--- src/rtl/spm_pkg.sv ---
// package for the switch pin configuration and gpio mux
// Functional notes
// - eeprom bus address from four master straps
// - master clock toggles only during accesses
// - slave answers only strap-formed address
// - each gpio pin selectable gpio or alternate
// - gpio 0,1,8,9,10 drive port reset outputs
// - gpio 2..5 take expander interrupt inputs
// - gpio 6 alternate is plain undefined input
// - gpio 7 alternate drives event output low
// - downstream shared refclk strap honoured
// - upstream shared refclk strap honoured
// - master bus 100 kHz slow, else 400
// - bus speed fixed by strap only
// - merge low joins ports into x8
// - merge high keeps two x4 ports
// - names ending low are active low
package spm_pkg;
    localparam int GPIO_W = 11;
    localparam int CLK_HZ = 25_000_000;
    localparam int SLOW_HZ = 100_000;
    localparam int FAST_HZ = 400_000;
    // half bit periods, rounded down, so the fast bus runs slightly over rate
    localparam int SLOW_HALF = CLK_HZ / (2 * SLOW_HZ);
    localparam int FAST_HALF = CLK_HZ / (2 * FAST_HZ);
    localparam int DIV_W = 8;
    // register byte offsets
    localparam logic [7:0] OFS_GPIO_ALT  = 8'h00;
    localparam logic [7:0] OFS_GPIO_OUT  = 8'h04;
    localparam logic [7:0] OFS_GPIO_OE   = 8'h08;
    localparam logic [7:0] OFS_GPIO_IN   = 8'h0C;
    localparam logic [7:0] OFS_PORT_RST  = 8'h10;
    localparam logic [7:0] OFS_EVENT     = 8'h14;
    localparam logic [7:0] OFS_STRAPS    = 8'h18;
    localparam logic [7:0] OFS_IRQ_STAT  = 8'h1C;
    localparam logic [7:0] OFS_IRQ_MASK  = 8'h20;
    localparam logic [7:0] OFS_BUS_REQ   = 8'h24;
    localparam logic [7:0] OFS_BUS_STAT  = 8'h28;
    localparam logic [7:0] OFS_SLV_ADDR  = 8'h2C;
    // reset values
    localparam logic [10:0] RST_GPIO_ALT = 11'h000;
    localparam logic [4:0]  RST_PORT_RST = 5'h1F;
    localparam logic [3:0]  RST_IRQ_MASK = 4'h0;
    // strap bundle
    typedef struct packed {
        logic [3:0] eeprom_addr;
        logic [3:0] slave_addr;
        logic       ds_shared;
        logic       us_shared;
        logic       slow;
        logic       merge01;
    } spm_straps_t;
    // master clock engine states
    typedef enum logic [1:0] {SPM_IDLE, SPM_LOW, SPM_HIGH} spm_mst_t;
endpackage

--- src/rtl/spm_clkgen.sv ---
// master smbus clock generator, runs only while busy
`timescale 1ns/10ps
module spm_clkgen
    import spm_pkg::*;
(
    // clock and reset
    input  wire logic         clk_sys,
    input  wire logic         rstn,
    // control
    input  wire logic         slow_q_in,
    input  wire logic         start,
    input  wire logic [7:0]   n_bits,
    // status and pin
    output logic              busy,
    output logic              scl_oe
);
    import spm_pkg::*;
    spm_mst_t          st_q;
    logic [DIV_W-1:0]  cnt_q;
    logic [7:0]        bits_q;
    logic [DIV_W-1:0]  half;
    // speed comes only from the latched strap
    assign half = slow_q_in ? DIV_W'(SLOW_HALF - 1) : DIV_W'(FAST_HALF - 1);
    assign busy = (st_q != SPM_IDLE);
    // open drain: enable pulls low
    assign scl_oe = (st_q == SPM_LOW);
    always_ff @(posedge clk_sys) begin
        if (!rstn) begin
            st_q   <= SPM_IDLE;
            cnt_q  <= '0;
            bits_q <= '0;
        end else begin
            case (st_q)
                SPM_IDLE: begin
                    if (start && n_bits != 8'h00) begin
                        st_q   <= SPM_LOW;
                        cnt_q  <= half;
                        bits_q <= n_bits;
                    end
                end
                SPM_LOW: begin
                    if (cnt_q == '0) begin
                        st_q  <= SPM_HIGH;
                        cnt_q <= half;
                    end else begin
                        cnt_q <= cnt_q - 1'b1;
                    end
                end
                SPM_HIGH: begin
                    if (cnt_q != '0) begin
                        cnt_q <= cnt_q - 1'b1;
                    end else if (bits_q == 8'h01) begin
                        st_q <= SPM_IDLE;
                    end else begin
                        st_q   <= SPM_LOW;
                        cnt_q  <= half;
                        bits_q <= bits_q - 8'h01;
                    end
                end
                default: st_q <= SPM_IDLE;
            endcase
        end
    end
endmodule

--- src/rtl/spm_top.sv ---
// pin configuration, strap capture and gpio alternate mux
`timescale 1ns/10ps
module spm_top
    import spm_pkg::*;
(
    // clock and reset
    input  wire logic                  clk_sys,
    input  wire logic                  rstn,
    // apb slave
    input  wire logic                  psel,
    input  wire logic                  penable,
    input  wire logic                  pwrite,
    input  wire logic [7:0]            paddr,
    input  wire logic [31:0]           pwdata,
    output logic                       pready,
    output logic                       pslverr,
    output logic [31:0]                prdata,
    output logic                       irq,
    // straps
    input  wire logic [3:0]            eeprom_addr_strap,
    input  wire logic [3:0]            slave_addr_strap,
    input  wire logic                  downstream_shared_refclk,
    input  wire logic                  upstream_shared_refclk,
    input  wire logic                  master_bus_slow_sel,
    input  wire logic                  first_pair_merge_low,
    // master smbus clock pin
    input  wire logic                  master_bus_clock_i,
    output logic                       master_bus_clock_o,
    output logic                       master_bus_clock_oe,
    // gpio pins
    input  wire logic [spm_pkg::GPIO_W-1:0] gpio_i,
    output logic [spm_pkg::GPIO_W-1:0]      gpio_o,
    output logic [spm_pkg::GPIO_W-1:0]      gpio_oe,
    // decoded configuration to the core
    output logic [6:0]                 eeprom_bus_addr,
    output logic [6:0]                 slave_bus_addr,
    output logic                       slave_addr_hit,
    input  wire logic [6:0]            slave_rx_addr,
    output logic                       ds_common_clk,
    output logic                       us_common_clk,
    output logic                       master_bus_slow,
    output logic                       port0_x8,
    output logic [3:0]                 port0_lane_count,
    output logic [3:0]                 port1_lane_count,
    output logic [3:0]                 expander_irq
);
    import spm_pkg::*;

    spm_straps_t       straps_q;
    logic [10:0]       alt_q;
    logic [10:0]       out_q;
    logic [10:0]       oe_q;
    logic [4:0]        prst_q;
    logic              event_q;
    logic [3:0]        stat_q;
    logic [3:0]        mask_q;
    logic [3:0]        exp_d;
    logic [3:0]        exp_prev_q;
    logic [3:0]        exp_rise;
    logic [31:0]       prdata_d;
    logic              rd_ok;
    logic              acc;
    logic              wr;
    logic              rd;
    logic              mst_busy;
    logic              mst_start;
    logic [7:0]        mst_bits_q;
    logic              mst_start_q;
    logic [10:0]       alt_o;

    // straps are latched while reset is held and then frozen
    always_ff @(posedge clk_sys) begin
        if (!rstn) begin
            straps_q.eeprom_addr <= eeprom_addr_strap;
            straps_q.slave_addr  <= slave_addr_strap;
            straps_q.ds_shared   <= downstream_shared_refclk;
            straps_q.us_shared   <= upstream_shared_refclk;
            straps_q.slow        <= master_bus_slow_sel;
            straps_q.merge01     <= first_pair_merge_low;
        end
    end

    // eeprom address: fixed 101 above the four strap bits
    assign eeprom_bus_addr = {2'b10, 1'b1, straps_q.eeprom_addr};
    // slave address: strap bits at 5,3,2,1, fixed ones elsewhere
    assign slave_bus_addr = {1'b1, straps_q.slave_addr[3], 1'b1, straps_q.slave_addr[2:0], 1'b1};
    assign slave_addr_hit = (slave_rx_addr == slave_bus_addr);
    assign ds_common_clk = straps_q.ds_shared;
    assign us_common_clk = straps_q.us_shared;
    assign master_bus_slow = straps_q.slow;
    // active-low merge pin: low means merged
    assign port0_x8 = !straps_q.merge01;
    assign port0_lane_count = port0_x8 ? 4'h8 : 4'h4;
    assign port1_lane_count = port0_x8 ? 4'h0 : 4'h4;

    // apb: zero wait states, unmapped reads zero with error
    assign acc = psel && penable;
    assign wr = acc && pwrite;
    assign rd = acc && !pwrite;
    assign pready = 1'b1;

    always_comb begin
        prdata_d = 32'h0000_0000;
        rd_ok = 1'b1;
        case (paddr)
            OFS_GPIO_ALT: prdata_d = {21'h0, alt_q};
            OFS_GPIO_OUT: prdata_d = {21'h0, out_q};
            OFS_GPIO_OE:  prdata_d = {21'h0, oe_q};
            OFS_GPIO_IN:  prdata_d = {21'h0, gpio_i};
            OFS_PORT_RST: prdata_d = {27'h0, prst_q};
            OFS_EVENT:    prdata_d = {31'h0, event_q};
            OFS_STRAPS:   prdata_d = {20'h0, straps_q};
            OFS_IRQ_STAT: prdata_d = {28'h0, stat_q};
            OFS_IRQ_MASK: prdata_d = {28'h0, mask_q};
            OFS_BUS_REQ:  prdata_d = {24'h0, mst_bits_q};
            OFS_BUS_STAT: prdata_d = {31'h0, mst_busy};
            OFS_SLV_ADDR: prdata_d = {25'h0, slave_bus_addr};
            default:      rd_ok = 1'b0;
        endcase
    end
    assign prdata = prdata_d;
    assign pslverr = acc && !rd_ok;

    // gpio configuration registers
    always_ff @(posedge clk_sys) begin
        if (!rstn) begin
            alt_q <= RST_GPIO_ALT;
            out_q <= '0;
            oe_q  <= '0;
        end else if (wr) begin
            if (paddr == OFS_GPIO_ALT) alt_q <= pwdata[10:0];
            if (paddr == OFS_GPIO_OUT) out_q <= pwdata[10:0];
            if (paddr == OFS_GPIO_OE)  oe_q  <= pwdata[10:0];
        end
    end

    // port resets and event, software held; 1 means asserted
    always_ff @(posedge clk_sys) begin
        if (!rstn) begin
            prst_q  <= RST_PORT_RST;
            event_q <= 1'b0;
        end else if (wr) begin
            if (paddr == OFS_PORT_RST) prst_q  <= pwdata[4:0];
            if (paddr == OFS_EVENT)    event_q <= pwdata[0];
        end
    end

    // alternate function output values, active low on the pin
    always_comb begin
        alt_o = '1;
        alt_o[0]  = !prst_q[1];
        alt_o[1]  = !prst_q[3];
        alt_o[8]  = !prst_q[0];
        alt_o[9]  = !prst_q[2];
        alt_o[10] = !prst_q[4];
        alt_o[7]  = !event_q;
    end

    // per pin mux: alternate inputs (2..6) never drive the pin
    genvar g;
    generate
        for (g = 0; g < GPIO_W; g++) begin : g_pin
            if (g >= 2 && g <= 6) begin : g_in
                assign gpio_o[g]  = out_q[g];
                assign gpio_oe[g] = alt_q[g] ? 1'b0 : oe_q[g];
            end else begin : g_out
                assign gpio_o[g]  = alt_q[g] ? alt_o[g] : out_q[g];
                assign gpio_oe[g] = alt_q[g] ? 1'b1 : oe_q[g];
            end
        end
    endgenerate

    // expander interrupts: low pin asserted, only in alternate mode
    assign exp_d = ~gpio_i[5:2] & alt_q[5:2];
    assign expander_irq = exp_d;
    assign exp_rise = exp_d & ~exp_prev_q;

    always_ff @(posedge clk_sys) begin
        if (!rstn) begin
            exp_prev_q <= '0;
        end else begin
            exp_prev_q <= exp_d;
        end
    end

    // sticky status, read clears; a new event in that cycle wins
    always_ff @(posedge clk_sys) begin
        if (!rstn) begin
            stat_q <= '0;
        end else if (rd && paddr == OFS_IRQ_STAT) begin
            stat_q <= exp_rise;
        end else begin
            stat_q <= stat_q | exp_rise;
        end
    end

    always_ff @(posedge clk_sys) begin
        if (!rstn) begin
            mask_q <= RST_IRQ_MASK;
        end else if (wr && paddr == OFS_IRQ_MASK) begin
            mask_q <= pwdata[3:0];
        end
    end
    assign irq = |(stat_q & mask_q);

    // master bus clock kick; write of bit count starts a burst
    always_ff @(posedge clk_sys) begin
        if (!rstn) begin
            mst_bits_q  <= '0;
            mst_start_q <= 1'b0;
        end else begin
            mst_start_q <= wr && paddr == OFS_BUS_REQ && !mst_busy;
            if (wr && paddr == OFS_BUS_REQ && !mst_busy) mst_bits_q <= pwdata[7:0];
        end
    end
    assign mst_start = mst_start_q;

    spm_clkgen u_clkgen (
        .clk_sys   (clk_sys),
        .rstn      (rstn),
        .slow_q_in (straps_q.slow),
        .start     (mst_start),
        .n_bits    (mst_bits_q),
        .busy      (mst_busy),
        .scl_oe    (master_bus_clock_oe)
    );
    // open drain: drive zero only, pin released when idle
    assign master_bus_clock_o = 1'b0;
endmodule

--- config.mk ---
export PLATFORM = sky130hd
export DESIGN_NAME = spm_top
export DESIGN_NICKNAME = d
export VERILOG_FILES = /design/src/rtl/spm_pkg.sv /design/src/rtl/spm_clkgen.sv /design/src/rtl/spm_top.sv
export SDC_FILE = /design/constraint.sdc
export NUM_CORES = 1
export LEC_CHECK = 0
export BUFFER_PORTS_ARGS = -buffer_cell sky130_fd_sc_hd__buf_4
export CORE_MARGIN = 2
export CORE_UTILIZATION = 39
export DETAILED_ROUTE_END_ITERATION = 8
export PLACE_DENSITY = 0.65
export SYNTH_ARGS = -nofsm -noshare
export SYNTH_HDL_FRONTEND = slang
export SYNTH_SLANG_ARGS = --single-unit
--- constraint.sdc ---
create_clock -name clk_sys -period 3.09 [get_ports clk_sys]
set_input_delay 0.618 -clock clk_sys [delete_from_list [all_inputs] [get_ports clk_sys]]
set_output_delay 0.618 -clock clk_sys [all_outputs]
set_load 0.01 [all_outputs]
==> metrics.md <==
| Metric | Value |
|---|---|
| Gate count of the mapped netlist | `595` |
| GR Overflow Total | `0` |
| Average size of a mapped cell | `8.78 um2` |
| Post-Route Hold Slack | `421 ps` |
| Leakage power | `0.00288 uW` |
| Routed wirelength normalized by instance count | `17.8 um` |
| Startpoint class of the critical path | `input pin` |
| Floorplan Core Area | `13,100 um2` |
| Setup-violating endpoint count in the final report | `0` |
| Setup slack after layout | `302 ps` |
| Routed wl met2 | `7750 um` |
| IO buf count | `110` |
| Async set-or-reset flop fraction in the synthesized netlist | `0%` |
| Max Cap Violations | `0` |
| Die width | `120 um` |
| Min-delay worst type | `reg2reg` |
| Total cell area at the placement stage | `6070 um2` |
| Top-level port count | `166` |
| CTS tree | `yes` |
| Cts repair resizes | `0` |
| Unique masters post-synth | `74` |
| Global-route wire length before repair | `24,800 um` |
| Worst path arrival time | `2170 ps` |
| Initial cell density of the core | `39.7%` |
| Die area | `14,300 um2` |
| Sequential area share after synthesis | `36.8%` |
| Placed wire-length estimate | `11,400 um` |
| Footprint of the flip-flops and latches | `1920 um2` |
| Height of the die | `120 um` |
| Share of post-route cells with drive strength above 1 | `24.5%` |
| Post-layout instance area | `6390 um2` |
| Pwr/cell area | `494 nW/um2` |
| Pins over their slew limit | `0` |
| Worst Path Class, Setup | `in2out` |
| Worst-Skew Late Latency | `340 ps` |
| Initial DRC Count | `374` |
| Flip-flop and latch count after synthesis | `90` |
| Pre-CTS worst setup slack | `333 ps` |
| Maximum achievable frequency | `359 MHz` |
| Share of the synthesized area in the top cell type | `29.9%` |
| CP endpoint kind | `output pin` |
| Number of antenna violations at the first check in global routing | `0` |
| Residual DRC count | `0` |
| Worst clock skew | `6.61 ps` |
| Summed negative setup slack over all endpoints | `0 ps` |
| Met1 wire length | `6390 um` |
| Maximum root-to-sink buffer count | `2` |
| Post-synthesis instance area | `5220 um2` |
| Final Wtd Congestion | `0.954` |
| Setup slack of the most critical reg-to-reg path | `910 ps` |
| Unrepaired setup endpoints after global routing | `no` |
| Top metal layer carrying routed signals | `met4` |
| Peak fanout along the critical path | `21` |
| Library cell with the highest instance count after synthesis | `dfxtp_1` |
| Post-layout net count | `774` |
| Antenna Nets Post-Route | `0` |
| Largest net degree at the start of global routing | `59` |
| Length of the first detailed-routing pass in iterations | `5` |
| Mean number of vias per cell | `5.50` |
| Std cell rows | `42` |
| Number of global-route vias before repair | `4,716` |
| Overall Power | `3160 uW` |
| Number of diodes added for antenna fixing | `0` |
| Most used flip-flop cell after synthesis | `dfxtp_1` |
| Clk root buf | `clkbuf_16` |
| Layout Area Growth over Synthesis | `22.5%` |
| Gr usage total | `21.9%` |
| Required arrival time at the worst endpoint | `2470 ps` |
| Transition time at the pin with the least slew margin | `785 ps` |
| Final worst-path cycle share | `90.2%` |
| Leading post-synthesis cells by instance count | `dfxtp_1 (78), mux2i_1 (58), nand2_1 (53), nor2_1 (51), buf_4 (41)` |
| Largest cells by area after synthesis | `dfxtp_1 (30%), mux2i_1 (11%), edfxtp_1 (6.9%)` |
| Status | `finished, final reports clean` |
| Synth area leader | `dfxtp_1` |
| Minimum period implied by the final worst setup slack | `2790 ps` |
| Number of failing hold endpoints at the final stage | `0` |
| Number of setup buffers added after CTS | `0` |
| Clock Pin Slew Worst Setup and Hold Paths | `60 ps` |
| Clock sink total | `90` |
| DR vias | `4,783` |
| Number of synthesis warnings | `0` |
| Worst supply voltage drop on vdd | `231 uV` |
| Number of buffers added to fix hold violations after cts | `0` |
| Number of H-tree levels | `3` |
| Post-synth EDFFs | `12` |
| Total length of routed wires | `15,500 um` |
| Multi-input logic area | `2890 um2` |
| Filler cell count | `1,261` |
| Max transition margin | `47.2%` |
| DR WL met3 | `773 um` |
| Num CTS Buffers | `9` |
## through the flow
stage | utilization (%) | instances
floorplan | - | 626
global placement | 46.2 | 854
detailed placement | 46.2 | 854
CTS | 48.7 | 870
global route | 48.7 | 870
finish | 48.7 | 870
## sequential cells by signal, indices dropped and copies added (netlist names), 2 cells and up
register,count
alt_q,11
oe_q,11
out_q,11
mst_bits_q,8
u_clkgen.bits_q,8
u_clkgen.cnt_q,8
prst_q,5
eeprom_bus_addr,4
exp_prev_q,4
mask_q,4
slave_bus_addr,4
stat_q,4
u_clkgen.st_q,2
## final cells by class
cell class	instances	area share (%)
Clock buffer	14	4.48
Clock inverter	2	0.607
Inverter	22	1.29
Multi-Input combinational cell	440	45.1
Sequential cell	90	30.1
Tap cell	176	3.44
Timing Repair Buffer	126	15.0
## kinds of logic (layout without fill, tap and decap cells)
kind of cell,count (synthesis),after routing,synth area share (%)
DFF,90,90,36.8
buffers and inverters,96,164,10.2
other,2,33,0.144
AOI/OAI and AO/OA,123,123,16.4
xor gates and xnor gates,5,5,0.839
adders and majority gates,9,9,2.16
muxes,66,66,13.5
and+or+nand+nor,204,204,20.0
## cell usage in the layout, fill, tap and decap left out, types with 4 or more instances in the layout
cell type  count
xor2_1         4
o21ai_0       22
o31ai_1        7
nor4_1         8
dfxtp_1       78
a31oi_1        7
edfxtp_1      12
nor2b_1       19
or2_2         10
nor2_1        51
conb_1        33
ha_1           9
inv_1         20
nand2_1       53
a21oi_1       27
buf_4        125
a22oi_1       10
nor3_1         7
a21boi_0       4
a211oi_1       5
clkbuf_16     11
and2_1         5
or4_1          4
mux2_2         5
mux2i_1       58
and3_1         5
o2bb2ai_1      5
nand3_1       24
## routing by layer
layer  vias to the layer above  GRT usage, %
met5                         -             0
met4                         0          10.1
met3                        38          4.42
met2                       172          37.0
met1                      2324          26.9
li1                       2249             -
## power breakdown
| part | switching (uW) | internal [uW] | total, uW |
|---|---|---|---|
| combinational | 395 | 291 | 686 |
| sequential | 55.4 | 1230 | 1280 |
| clock | 463 | 730 | 1190 |
## final timing paths
| path | startpoint | endpoint | cells past startpoint |
|---|---|---|---|
| setup / recovery | paddr[2] | prdata[2] | 7 |
| hold / removal | exp_prev_q[2] | stat_q[2] | 1 |
| setup reg to reg | u_clkgen.st_q[1] | mst_bits_q[3] | 6 |
| hold reg to reg | exp_prev_q[2] | stat_q[2] | 1 |
## worst max-delay path, stage by stage
cell,delay (ps)
buf_4,270
nor2b_1,390
nand2_1,170
nor4_1,330
a31oi_1,80
o221ai_1,120
buf_4,180
Power figures use the tool's default switching activity.
